File: config.mk
export PLATFORM = sky130hd
export DESIGN_NAME = vpc_top
export DESIGN_NICKNAME = d
export VERILOG_FILES = /design/src/design/vpc_pkg.sv /design/src/design/vpc_top.sv
export SDC_FILE = /design/constraint.sdc
export NUM_CORES = 2
export LEC_CHECK = 0
export ABC_CLOCK_PERIOD_IN_PS = 9500
export BUFFER_PORTS_ARGS = -buffer_cell sky130_fd_sc_hd__buf_2
export CAP_MARGIN = 20
export CORE_ASPECT_RATIO = 1.5
export CORE_MARGIN = 2
export CORE_UTILIZATION = 40
export DETAILED_ROUTE_END_ITERATION = 6
export HOLD_SLACK_MARGIN = 0.12
export SYNTH_ARGS = -nofsm -noshare
export SYNTH_HDL_FRONTEND = slang
export SYNTH_SLANG_ARGS = --single-unit
File: constraint.sdc
create_clock -name i_clock -period 9.5 [get_ports i_clock]
set_input_delay 1.9 -clock i_clock [delete_from_list [all_inputs] [get_ports i_clock]]
set_output_delay 1.9 -clock i_clock [all_outputs]
set_load 0.01 [all_outputs]
File: src/design/vpc_pkg.sv
// Shared constants, types and register map of the valve profile characterizer
package vpc_pkg;
  // Clock and panel timing
  localparam int CLK_NS = 5;
  localparam int TICK_US = 1000;
  localparam int TICK_CYCLES = TICK_US * 1000 / CLK_NS;
  localparam int HOLD_MS = 3000;
  localparam int REPEAT_MS = 250;
  localparam int FLASH_MS = 500;
  localparam int BLINK_MS = 250;
  localparam int MS_W = 12;
  // Profile geometry, positions in 0.1 degree units
  localparam int N_IDX = 19;
  localparam int IDX_LAST = 18;
  localparam int POS_W = 10;
  localparam int CMD_W = 12;
  localparam int POS_FULL = 800;
  localparam logic [POS_W-1:0] POS_FINE = 10'h001;
  localparam logic [POS_W-1:0] POS_COARSE = 10'h005;
  localparam logic [POS_W:0] POS_TRAVEL = 11'h050;
  localparam logic [POS_W:0] POS_MAX = 11'h3ff;
  // Factory defaults
  localparam logic RAMP_DEF = 1'b1;
  localparam logic [3:0] LOSS_DEF = 4'h4;
  localparam logic [3:0] STBY_DEF = 4'h0;
  localparam logic [3:0] DB_DEF = 4'h2;
  localparam logic LOCK_DEF = 1'b0;
  localparam logic [15:0] PASS_DEF = 16'h0000;
  localparam logic [POS_W-1:0] HI_DEF = 10'h320;
  localparam logic [POS_W-1:0] LO_DEF = 10'h000;
  localparam logic [3:0] SETTING_MAX = 4'h9;
  // Register byte offsets
  localparam logic [7:0] OFF_CTRL = 8'h00;
  localparam logic [7:0] OFF_PASS = 8'h04;
  localparam logic [7:0] OFF_HI = 8'h08;
  localparam logic [7:0] OFF_LO = 8'h0c;
  localparam logic [7:0] OFF_STAT = 8'h10;
  localparam logic [7:0] OFF_PROF = 8'h40;
  localparam logic [7:0] OFF_BACK = 8'h90;
  // Control register fields
  localparam int CTRL_RAMP = 0;
  localparam int CTRL_STBY = 4;
  localparam int CTRL_LOSS = 8;
  localparam int CTRL_DB = 12;
  localparam int CTRL_LOCK = 16;
  // Status register fields
  localparam int STAT_SETUP = 0;
  localparam int STAT_STBY = 1;
  localparam int STAT_CFG = 2;
  localparam int STAT_IDX = 4;
  localparam int STAT_SP = 16;
  // Adjust selector and configuration items
  localparam logic [1:0] ADJ_INDEX = 2'b00;
  localparam logic [1:0] ADJ_FINE = 2'b01;
  localparam logic [1:0] ADJ_STBY = 2'b10;
  localparam logic [2:0] CFG_LOSS = 3'h0;
  localparam logic [2:0] CFG_STBY = 3'h1;
  localparam logic [2:0] CFG_DB = 3'h2;
  localparam logic [2:0] CFG_RAMP = 3'h3;
  localparam logic [2:0] CFG_LOCK = 3'h4;

  typedef enum logic [1:0] {
    ST_IDLE = 2'b00,
    ST_SETUP = 2'b01,
    ST_CFG = 2'b10
  } vpc_state_t;

  typedef struct packed {
    logic run;
    logic setup_req;
    logic backup_req;
    logic cfg_req;
    logic [2:0] cfg_item;
    logic [1:0] fine_tune_position;
    logic nudge_up;
    logic nudge_dn;
    logic enter;
  } vpc_panel_t;

  typedef struct packed {
    logic [9:0] num;
    logic yellow;
    logic green;
  } vpc_lights_t;

  typedef struct packed {
    logic ramp;
    logic [3:0] stby;
    logic [3:0] loss;
    logic [3:0] db;
    logic lock;
    logic [15:0] pass;
    logic [POS_W-1:0] hi;
    logic [POS_W-1:0] lo;
  } vpc_cfg_t;
endpackage

File: src/design/vpc_top.sv
// Valve profile characterizer: profile store, setup mode, panel and APB registers
//
// Function
// - Nineteen-index profile, linear default, two procedures
// - Ramp on: only whole indexes adjustable
// - Ramp on: half index is neighbour midpoint
// - Ramp off: every index stored independently
// - Setup command enters setup, flashes yellow/green
// - Setup index follows command, blinks its lights
// - Fine-tune push moves setpoint 0.1 degree
// - Held over 3 s: 0.5 degree repeats
// - Travel limit 8 degrees: flash, stop
// - Enter stores setpoint into selected index
// - Backup command copies profile to backup
// - Run switch leaves setup, follows command
// - Standby in setup overrides command at once
// - Standby position defaults to index 0
// - Standby held refuses every command entry
// - Standby selector ignored in run position
// - Index 0 is 0%, index 9 100%
// - Limits default 80.0 and 0.0 degrees
// - Ramp setting 1 on, 0 off, default on
// - Signal-loss default setting 4
// - Deadband default setting 2
// - Lock default off, passcode all zero
// - Rejected command flashes all numbered lights, not run
// - Config: show setting, nudge steps, enter saves
//
// Our own choices: the register offsets and the APB register port.
`timescale 1ns/1ps
module vpc_top #(
  parameter int P_TICK_CYCLES = vpc_pkg::TICK_CYCLES
) (
  // Clock and reset
  input wire logic i_clock,
  input wire logic i_sys_rst,
  // Process command, 0 is 4 mA and full scale is 20 mA
  input wire logic [vpc_pkg::CMD_W-1:0] i_cmd,
  // Front panel
  input wire vpc_pkg::vpc_panel_t i_panel,
  output vpc_pkg::vpc_lights_t o_lights,
  // Valve drive
  output logic [vpc_pkg::POS_W-1:0] o_setpoint,
  // APB slave
  input wire logic i_psel,
  input wire logic i_penable,
  input wire logic i_pwrite,
  input wire logic [7:0] i_paddr,
  input wire logic [31:0] i_pwdata,
  output logic [31:0] o_prdata,
  output logic o_pready,
  output logic o_pslverr
);
  import vpc_pkg::*;

  if (P_TICK_CYCLES < 2) begin : g_chk
    $error("P_TICK_CYCLES must be at least 2");
  end

  function automatic logic [4:0] idx_of(input logic [CMD_W-1:0] c);
    logic [16:0] p;
    p = {5'h00, c} * 17'h00012 + 17'h00800;
    return p[16:12];
  endfunction

  function automatic logic [9:0] leds_of(input logic [4:0] i);
    logic [9:0] l;
    l = 10'h001 << i[4:1];
    if (i[0]) begin
      l = l | (10'h002 << i[4:1]);
    end
    return l;
  endfunction

  function automatic logic [POS_W-1:0] default_pos(input int i);
    return POS_W'((i * POS_FULL + IDX_LAST / 2) / IDX_LAST);
  endfunction

  function automatic logic [POS_W-1:0] mid(input logic [POS_W-1:0] a,
                                           input logic [POS_W-1:0] b);
    logic [POS_W:0] s;
    s = {1'b0, a} + {1'b0, b};
    return s[POS_W:1];
  endfunction

  function automatic logic [4:0] stby_idx(input logic [3:0] s);
    logic [3:0] c;
    c = (s > SETTING_MAX) ? SETTING_MAX : s;
    return {c, 1'b0};
  endfunction

  ////////////////////////////////////////////////////////////////////////////
  // Millisecond tick divider
  logic [17:0] div_cnt;
  logic tick;
  logic [17:0] next_div_cnt;
  logic next_tick;

  always_comb begin
    next_tick = 1'b0;
    next_div_cnt = div_cnt + 18'h00001;
    if (div_cnt >= 18'(P_TICK_CYCLES - 1)) begin
      next_div_cnt = 18'h00000;
      next_tick = 1'b1;
    end
  end

  always_ff @(posedge i_clock) begin
    if (i_sys_rst) begin
      div_cnt <= 18'h00000;
      tick <= 1'b0;
    end else begin
      div_cnt <= next_div_cnt;
      tick <= next_tick;
    end
  end

  ////////////////////////////////////////////////////////////////////////////
  // Main state: mode, profile, setpoint, configuration, lights
  vpc_state_t state, next_state;
  logic [POS_W-1:0] prof [0:N_IDX-1];
  logic [POS_W-1:0] back [0:N_IDX-1];
  logic [POS_W-1:0] next_prof [0:N_IDX-1];
  logic [POS_W-1:0] next_back [0:N_IDX-1];
  vpc_cfg_t cfg, next_cfg;
  logic [4:0] sel, next_sel;
  logic [POS_W-1:0] sp, next_sp;
  logic [2:0] item, next_item;
  logic [3:0] edit, next_edit;
  logic [MS_W-1:0] hold_ms, next_hold_ms;
  logic [MS_W-1:0] rep_ms, next_rep_ms;
  logic [MS_W-1:0] flash_ms, next_flash_ms;
  logic [MS_W-1:0] blink_ms, next_blink_ms;
  logic blink, next_blink;
  logic up_q, dn_q, ent_q;
  vpc_lights_t next_lights;
  logic [POS_W-1:0] next_setpoint;

  logic up_edge, dn_edge, ent_edge, stby, any_req, apb_wr;
  logic [4:0] cmd_idx;
  logic [POS_W:0] base, hi, lo, sum;
  logic [POS_W-1:0] step;
  logic hit, reject, stored;

  assign up_edge = i_panel.nudge_up & ~up_q;
  assign dn_edge = i_panel.nudge_dn & ~dn_q;
  assign ent_edge = i_panel.enter & ~ent_q;
  assign stby = (i_panel.fine_tune_position == ADJ_STBY);
  assign any_req = i_panel.setup_req | i_panel.backup_req | i_panel.cfg_req;
  assign cmd_idx = idx_of(i_cmd);
  assign apb_wr = i_psel & i_penable & o_pready & i_pwrite;

  always_comb begin
    next_state = state;
    next_cfg = cfg;
    next_sel = sel;
    next_sp = sp;
    next_item = item;
    next_edit = edit;
    next_hold_ms = hold_ms;
    next_rep_ms = rep_ms;
    next_blink_ms = blink_ms;
    next_blink = blink;
    next_flash_ms = flash_ms;
    hit = 1'b0;
    reject = 1'b0;
    stored = 1'b0;
    step = '0;
    sum = '0;
    base = {1'b0, prof[sel]};
    hi = (base + POS_TRAVEL > POS_MAX) ? POS_MAX : base + POS_TRAVEL;
    lo = (base > POS_TRAVEL) ? base - POS_TRAVEL : '0;
    for (int i = 0; i < N_IDX; i++) begin
      next_prof[i] = prof[i];
      next_back[i] = back[i];
    end
    // Software writes to configuration
    if (apb_wr) begin
      case (i_paddr)
        OFF_CTRL: begin
          next_cfg.ramp = i_pwdata[CTRL_RAMP];
          next_cfg.stby = i_pwdata[CTRL_STBY +: 4];
          next_cfg.loss = i_pwdata[CTRL_LOSS +: 4];
          next_cfg.db = i_pwdata[CTRL_DB +: 4];
          next_cfg.lock = i_pwdata[CTRL_LOCK];
        end
        OFF_PASS: next_cfg.pass = i_pwdata[15:0];
        OFF_HI: next_cfg.hi = i_pwdata[POS_W-1:0];
        OFF_LO: next_cfg.lo = i_pwdata[POS_W-1:0];
        default: next_cfg = next_cfg;
      endcase
    end
    // Nudge hold timing; repeats start only after the hold time has passed
    if (!(i_panel.nudge_up | i_panel.nudge_dn)) begin
      next_hold_ms = '0;
      next_rep_ms = '0;
    end else if (tick) begin
      if (hold_ms <= MS_W'(HOLD_MS)) begin
        next_hold_ms = hold_ms + 1'b1;
      end
      next_rep_ms = (rep_ms == '0) ? MS_W'(REPEAT_MS - 1) : rep_ms - 1'b1;
    end
    case (state)
      ST_IDLE: begin
        if (any_req) begin
          if (i_panel.run || stby) begin
            reject = 1'b1;
          end else if (i_panel.setup_req) begin
            next_state = ST_SETUP;
            next_sel = cmd_idx;
            next_sp = prof[cmd_idx];
          end else if (i_panel.backup_req) begin
            for (int i = 0; i < N_IDX; i++) begin
              next_back[i] = prof[i];
            end
          end else begin
            next_state = ST_CFG;
            next_item = i_panel.cfg_item;
            case (i_panel.cfg_item)
              CFG_LOSS: next_edit = cfg.loss;
              CFG_STBY: next_edit = cfg.stby;
              CFG_DB: next_edit = cfg.db;
              CFG_RAMP: next_edit = {3'h0, cfg.ramp};
              CFG_LOCK: next_edit = {3'h0, cfg.lock};
              default: reject = 1'b1;
            endcase
            if (i_panel.cfg_item > CFG_LOCK) begin
              next_state = ST_IDLE;
            end
          end
        end
      end
      ST_SETUP: begin
        if (i_panel.run) begin
          next_state = ST_IDLE;
        end else if (stby) begin
          if (any_req || ent_edge) begin
            reject = 1'b1;
          end
        end else begin
          if (cmd_idx != sel) begin
            next_sel = cmd_idx;
            next_sp = prof[cmd_idx];
          end else if (i_panel.fine_tune_position == ADJ_FINE) begin
            if (up_edge || dn_edge) begin
              step = POS_FINE;
            end else if (hold_ms > MS_W'(HOLD_MS) && tick && rep_ms == '0) begin
              step = POS_COARSE;
            end
            if (i_panel.nudge_up) begin
              sum = {1'b0, sp} + {1'b0, step};
              if (step != '0 && sum >= hi) begin
                hit = 1'b1;
                next_sp = hi[POS_W-1:0];
              end else begin
                next_sp = sum[POS_W-1:0];
              end
            end else if (i_panel.nudge_dn) begin
              if (step != '0 && {1'b0, sp} <= lo + {1'b0, step}) begin
                hit = 1'b1;
                next_sp = lo[POS_W-1:0];
              end else begin
                next_sp = sp - step;
              end
            end
          end
          if (ent_edge && cmd_idx == sel) begin
            if (cfg.ramp && sel[0]) begin
              reject = 1'b1;
            end else begin
              stored = 1'b1;
              next_prof[sel] = sp;
            end
          end
          if (i_panel.backup_req) begin
            for (int i = 0; i < N_IDX; i++) begin
              next_back[i] = prof[i];
            end
          end else if (i_panel.setup_req || i_panel.cfg_req) begin
            reject = 1'b1;
          end
        end
      end
      ST_CFG: begin
        if (i_panel.run) begin
          next_state = ST_IDLE;
        end else if (stby && (any_req || ent_edge)) begin
          reject = 1'b1;
        end else if (ent_edge) begin
          next_state = ST_IDLE;
          case (item)
            CFG_LOSS: next_cfg.loss = edit;
            CFG_STBY: next_cfg.stby = edit;
            CFG_DB: next_cfg.db = edit;
            CFG_RAMP: next_cfg.ramp = edit[0];
            default: next_cfg.lock = edit[0];
          endcase
        end else if (up_edge && edit < SETTING_MAX) begin
          next_edit = edit + 1'b1;
        end else if (dn_edge && edit != 4'h0) begin
          next_edit = edit - 1'b1;
        end
      end
      default: next_state = ST_IDLE;
    endcase
    // Derive half indexes from the freshly stored whole neighbours only
    if (stored && cfg.ramp) begin
      for (int i = 1; i < N_IDX; i += 2) begin
        if (5'(i) + 5'h01 == sel || 5'(i) == sel + 5'h01) begin
          next_prof[i] = mid(next_prof[i-1], next_prof[i+1]);
        end
      end
    end
    // Blink and error flash timers
    if (tick) begin
      if (blink_ms == '0) begin
        next_blink_ms = MS_W'(BLINK_MS - 1);
        next_blink = ~blink;
      end else begin
        next_blink_ms = blink_ms - 1'b1;
      end
      if (flash_ms != '0) begin
        next_flash_ms = flash_ms - 1'b1;
      end
    end
    if (reject || hit) begin
      next_flash_ms = MS_W'(FLASH_MS);
    end
    // Valve setpoint; standby only counts in setup, never in run
    if (state == ST_SETUP && !i_panel.run) begin
      next_setpoint = stby ? prof[stby_idx(cfg.stby)] : sp;
    end else begin
      next_setpoint = prof[cmd_idx];
    end
    // Lights
    next_lights.num = leds_of(cmd_idx);
    next_lights.yellow = 1'b0;
    next_lights.green = i_panel.run;
    if (state == ST_SETUP) begin
      next_lights.num = blink ? leds_of(sel) : 10'h000;
      next_lights.yellow = blink;
      next_lights.green = blink;
    end else if (state == ST_CFG) begin
      next_lights.num = 10'h001 << edit;
    end
    if (flash_ms != '0) begin
      next_lights.num = 10'h3ff;
    end
  end

  always_ff @(posedge i_clock) begin
    if (i_sys_rst) begin
      state <= ST_IDLE;
      for (int i = 0; i < N_IDX; i++) begin
        prof[i] <= default_pos(i);
        back[i] <= default_pos(i);
      end
      cfg.ramp <= RAMP_DEF;
      cfg.stby <= STBY_DEF;
      cfg.loss <= LOSS_DEF;
      cfg.db <= DB_DEF;
      cfg.lock <= LOCK_DEF;
      cfg.pass <= PASS_DEF;
      cfg.hi <= HI_DEF;
      cfg.lo <= LO_DEF;
      sel <= 5'h00;
      sp <= '0;
      item <= 3'h0;
      edit <= 4'h0;
      hold_ms <= '0;
      rep_ms <= '0;
      flash_ms <= '0;
      blink_ms <= '0;
      blink <= 1'b0;
      up_q <= 1'b0;
      dn_q <= 1'b0;
      ent_q <= 1'b0;
      o_lights <= '0;
      o_setpoint <= '0;
    end else begin
      state <= next_state;
      for (int i = 0; i < N_IDX; i++) begin
        prof[i] <= next_prof[i];
        back[i] <= next_back[i];
      end
      cfg <= next_cfg;
      sel <= next_sel;
      sp <= next_sp;
      item <= next_item;
      edit <= next_edit;
      hold_ms <= next_hold_ms;
      rep_ms <= next_rep_ms;
      flash_ms <= next_flash_ms;
      blink_ms <= next_blink_ms;
      blink <= next_blink;
      up_q <= i_panel.nudge_up;
      dn_q <= i_panel.nudge_dn;
      ent_q <= i_panel.enter;
      o_lights <= next_lights;
      o_setpoint <= next_setpoint;
    end
  end

  ////////////////////////////////////////////////////////////////////////////
  // APB slave: one wait state so read data comes from a flip-flop
  logic [31:0] next_prdata;
  logic next_pready, next_pslverr;
  logic [7:0] poff;

  always_comb begin
    next_pready = 1'b0;
    next_prdata = 32'h00000000;
    next_pslverr = 1'b0;
    poff = 8'h00;
    if (i_psel && i_penable && !o_pready) begin
      next_pready = 1'b1;
      case (i_paddr)
        OFF_CTRL: begin
          next_prdata[CTRL_RAMP] = cfg.ramp;
          next_prdata[CTRL_STBY +: 4] = cfg.stby;
          next_prdata[CTRL_LOSS +: 4] = cfg.loss;
          next_prdata[CTRL_DB +: 4] = cfg.db;
          next_prdata[CTRL_LOCK] = cfg.lock;
        end
        OFF_PASS: next_prdata[15:0] = cfg.pass;
        OFF_HI: next_prdata[POS_W-1:0] = cfg.hi;
        OFF_LO: next_prdata[POS_W-1:0] = cfg.lo;
        OFF_STAT: begin
          next_prdata[STAT_SETUP] = (state == ST_SETUP);
          next_prdata[STAT_STBY] = (state == ST_SETUP) && stby && !i_panel.run;
          next_prdata[STAT_CFG] = (state == ST_CFG);
          next_prdata[STAT_IDX +: 5] = sel;
          next_prdata[STAT_SP +: POS_W] = o_setpoint;
          next_pslverr = i_pwrite;
        end
        default: begin
          next_pslverr = 1'b1;
          if (i_paddr[1:0] == 2'b00 && i_paddr >= OFF_PROF &&
              i_paddr < OFF_PROF + 8'(4 * N_IDX)) begin
            poff = (i_paddr - OFF_PROF) >> 2;
            next_prdata[POS_W-1:0] = prof[poff[4:0]];
            next_pslverr = i_pwrite;
          end else if (i_paddr[1:0] == 2'b00 && i_paddr >= OFF_BACK &&
                       i_paddr < OFF_BACK + 8'(4 * N_IDX)) begin
            poff = (i_paddr - OFF_BACK) >> 2;
            next_prdata[POS_W-1:0] = back[poff[4:0]];
            next_pslverr = i_pwrite;
          end
        end
      endcase
    end
  end

  always_ff @(posedge i_clock) begin
    if (i_sys_rst) begin
      o_pready <= 1'b0;
      o_prdata <= 32'h00000000;
      o_pslverr <= 1'b0;
    end else begin
      o_pready <= next_pready;
      o_prdata <= next_prdata;
      o_pslverr <= next_pslverr;
    end
  end
endmodule

==> impl_results.rst <==
.. list-table::
   :header-rows: 1

   * - Metric
     - Value
   * - Required @ worst endpoint
     - 10.02 ns
   * - Via count of the first global-routing pass
     - 31430
   * - Synthesized area divided by synthesized cell count
     - 8.794 um2
   * - Clock Path Buffers
     - 3
   * - Max Cap Viol
     - 0
   * - Top_reg_cell synth
     - dfxtp_1
   * - Number of flops mapped to enable cells by yosys
     - 0
   * - Final design utilization
     - 0.4458
   * - Post-synth top area cell
     - dfxtp_1
   * - Setup clock skew after layout
     - 0.02434 ns
   * - Critical path capture point type
     - register
   * - Most used cell along the critical path
     - a21o_1
   * - Top-level port count
     - 125
   * - Hold Violations, Final
     - 0
   * - Chip Height
     - 373.9 um
   * - DR iter-0 viols
     - 3284
   * - Post-Route Hold Slack
     - 0.4532 ns
   * - Number of nets with antenna violations after detailed routing
     - 0
   * - Run status
     - complete, but fails checks
   * - TritonCTS Sinks
     - 580
   * - Launching element type of the critical path
     - primary input
   * - Reg2reg end
     - sp[2]
   * - PostCTS Resize Cnt
     - 0
   * - Final layout net count
     - 4340
   * - Total inserted antenna cells
     - 0
   * - Max Clk Rate
     - 119.2 MHz
   * - H-tree levels
     - 2
   * - Setup repair after global routing missed its margin
     - no
   * - Via density per instance
     - 6.142
   * - Yosys cell types
     - 100
   * - Clock tree root buffer cell
     - clkbuf_16
   * - Clock latency at the later pin of the worst-skew pair
     - 0.69 ns
   * - Max stage delay cell, worst path
     - nand3_1
   * - DRT Pass-1 Iters
     - 7
   * - Share of the clock period used by the worst path
     - 0.8833
   * - Post-CTS Setup Repair Bufs
     - 0
   * - Count of vias placed by the detailed router
     - 32730
   * - Worst IR drop on VDD
     - 0.1602 mV
   * - Initial standard-cell utilization of the core
     - 0.4038
   * - Worst max-slew margin expressed relative to the limit
     - 0.2309
   * - Arr. time, crit path
     - 8.92 ns
   * - Floorplan core area
     - 90370 um2
   * - Final worst-path setup slack
     - 1.108 ns
   * - Gate Count Post-Synth
     - 4149
   * - Maximum number of pins on one net before global-route repair
     - 121
   * - Global-route wire length before repair
     - 207.0 mm
   * - Tightest Pin Transition
     - 1.154 ns
   * - Static power due to leakage
     - 15.82 nW
   * - Synth warn
     - 0
   * - Post-cts hold buffer count
     - 0
   * - Layout cells sized above 1
     - 0.1592
   * - Detailed-route wire length
     - 141.6 mm
   * - Top cell type's share of synthesized area
     - 0.3182
   * - Post-Place Setup Slack
     - 0.5893 ns
   * - Grt ovf
     - 0
   * - Worst reg-to-reg path cell count
     - 24
   * - Max incr delay on CP
     - 0.66 ns
   * - Area delta synth->final
     - 10.42%
   * - Width of the die
     - 250.6 um
   * - Placed wire-length estimate after detailed placement
     - 99.99 mm
   * - Number of buffer cells added on primary ports
     - 103
   * - Critical path peak fanout
     - 11
   * - Fillers
     - 8823
   * - Die footprint
     - 93700 um2
   * - Class of the most critical hold timing path
     - register to register
   * - FP Rows
     - 135
   * - Violated checks
     - DRC
   * - Number of antenna violations at the first check in global routing
     - 10
   * - Pins Over Slew Limit
     - 0
   * - CP Class
     - primary input to register
   * - Flop and latch count out of synthesis
     - 580
   * - Cell types with the largest area share after synthesis
     - dfxtp_1 (32%), mux4_2 (12%), nand2_1 (7.6%), ha_1 (4.9%), mux2i_1 (4.7%)
   * - Critical Path End
     - prof[9][9]
   * - Buffers & Inverters on Critical Path
     - 2
   * - Setup Viol. Count Final
     - 0
   * - Final worst path period need
     - 8.392 ns
   * - TritonCTS clock tree
     - built
   * - Detailed-route DRC error count
     - 4
   * - Global Route Usage Sum
     - 0.2962
   * - Clock buffers created by TritonCTS
     - 59
   * - Worst setup path start
     - i_cmd[10]
   * - Post-DR wirelength/cell
     - 26.58 um
   * - Sequential fraction of the synthesis area
     - 0.3182
   * - Mapped Area
     - 36490 um2
   * - Post-synthesis async set-or-reset flop share
     - 0
   * - TNS Setup
     - 0 ns
   * - Flop-to-flop setup slack
     - 1.79 ns
   * - Placer Congestion
     - 1.022
   * - PD cells
     - 168.3 nW/um2
   * - Cell count along the critical path
     - 28
   * - Crit-path leading delay family
     - simple AND/OR/NAND/NOR gates
   * - CTS clock-pin slew for the worst setup and hold paths
     - 0.06 ns
kinds of logic after synthesis:
logic type | count (synthesis) | synth area share
compound gates | 805 | 0.1381
xor+xnor | 157 | 0.03769
fa+ha+maj | 154 | 0.05487
buf+inv | 366 | 0.04208
flops | 580 | 0.3182
mux | 489 | 0.2134
other cells | 2 | 0.0002058
simple gates | 1596 | 0.1954
worst reg2reg max path, delay by kind of cell (launching register included):
family / cells / cell delay [ns]
compound gates: 6 / 0.82
fa+ha+maj: 2 / 0.61
buf+inv: 1 / 0.11
flops: 1 / 0.98
mux: 6 / 2.73
simple gates: 9 / 2.32
synth_stat cells, types with 5 or more instances:
master,number
a211oi_1,120
a21o_1,52
a21oi_1,302
a221oi_1,9
a222oi_1,5
a22oi_1,16
a31oi_1,24
and2_1,44
and3_1,32
buf_1,33
buf_2,12
buf_4,10
buf_6,8
clkbuf_1,237
dfxtp_1,580
fa_1,10
ha_1,144
inv_1,59
mux2_2,97
mux2i_1,171
mux4_1,12
mux4_2,201
nand2_1,738
nand2b_1,76
nand3_1,153
nand3b_1,8
nand4_1,17
nor2_1,338
nor2b_1,43
nor3_1,61
nor4_1,24
o211ai_1,24
o21a_1,24
o21ai_0,134
o21bai_1,9
o221ai_1,6
o22ai_1,6
o31ai_1,14
o41ai_1,7
or2_2,11
or3_1,16
or4_1,5
xnor2_1,88
xor2_1,69
cell usage in the layout, fill, tap and decap left out, drive strengths merged, types with 10 or more instances in the layout:
cell and count:
nand2 738, dfxtp 580, nor2 340, a21oi 304, mux4 215, buf 204, mux2i 174, nand3 153
ha 144, o21ai 137, a211oi 121, mux2 100, clkbuf 90, xnor2 88, nand2b 76, xor2 69
nor3 64, inv 62, a21o 52, and2 46, nor2b 43, and3 34, nor4 25, o211ai 24
o21a 24, a31oi 24, nand4 17, or3 16, a22oi 16, o31ai 14, clkinv 12, or2 11
fa 10
final cells by class:
| class | instances | area (um2) | area share |
|---|---|---|---|
| clock buffers | 88 | 1777 | 0.04410 |
| inverters | 62 | 237.7 | 0.005900 |
| flip-flops and latches | 580 | 11620 | 0.2883 |
| repair buffers | 206 | 1403 | 0.03481 |
| clock inverters | 20 | 315.3 | 0.007826 |
| well taps | 1164 | 1456 | 0.03615 |
| multi-input cells | 3208 | 23480 | 0.5829 |
worst min path at each step:
stage                           from    endpoint  slack [ns]  cells after the start
after global routing      back[3][9]  back[3][9]        0.46                      2
after floorplan           div_cnt[0]  div_cnt[0]        0.43                      1
after detailed placement  back[3][9]  back[3][9]        0.44                      2
after CTS                 back[3][9]  back[3][9]        0.45                      2
final                     back[3][9]  back[3][9]        0.45                      2
after global placement    back[4][6]  back[4][6]        0.44                      2
metrics by stage:
stage               std cells  cell area, um2  power [mW]
floorplan                4154           36510       3.623
global placement         5215           38100       4.183
detailed placement       5216           38120       4.196
CTS                      5324           40220       6.742
global route             5328           40290       6.962
finish                   5328           40290       6.781
flip-flops by register name, indices dropped and copies added, names as in the netlist, 3 cells and up, named ones only:
name        flops
flash_ms       12
back          190
sp             10
edit            4
blink_ms       12
prof          190
o_prdata       26
hold_ms        12
sel             5
o_setpoint     10
cfg            50
div_cnt        18
rep_ms         12
item            3
o_lights       12
power by group:
group	internal [mW]	switching, mW
combinational	0.598	1.05
sequential	2.49	0.0725
clock	1.48	1.09
layer usage:
layer / track usage / routed length, um / vias up / part of all wire
li1: - / - / 14800 / -
met1: 0.3093 / 47990 / 15740 / 0.34
met2: 0.4956 / 66510 / 1590 / 0.47
met3: 0.06554 / 11250 / 581 / 0.079
met4: 0.2715 / 15790 / 12 / 0.11
met5: 0 / 80 / - / 0.00056
Note: power is estimated with default switching activity, not from simulation.
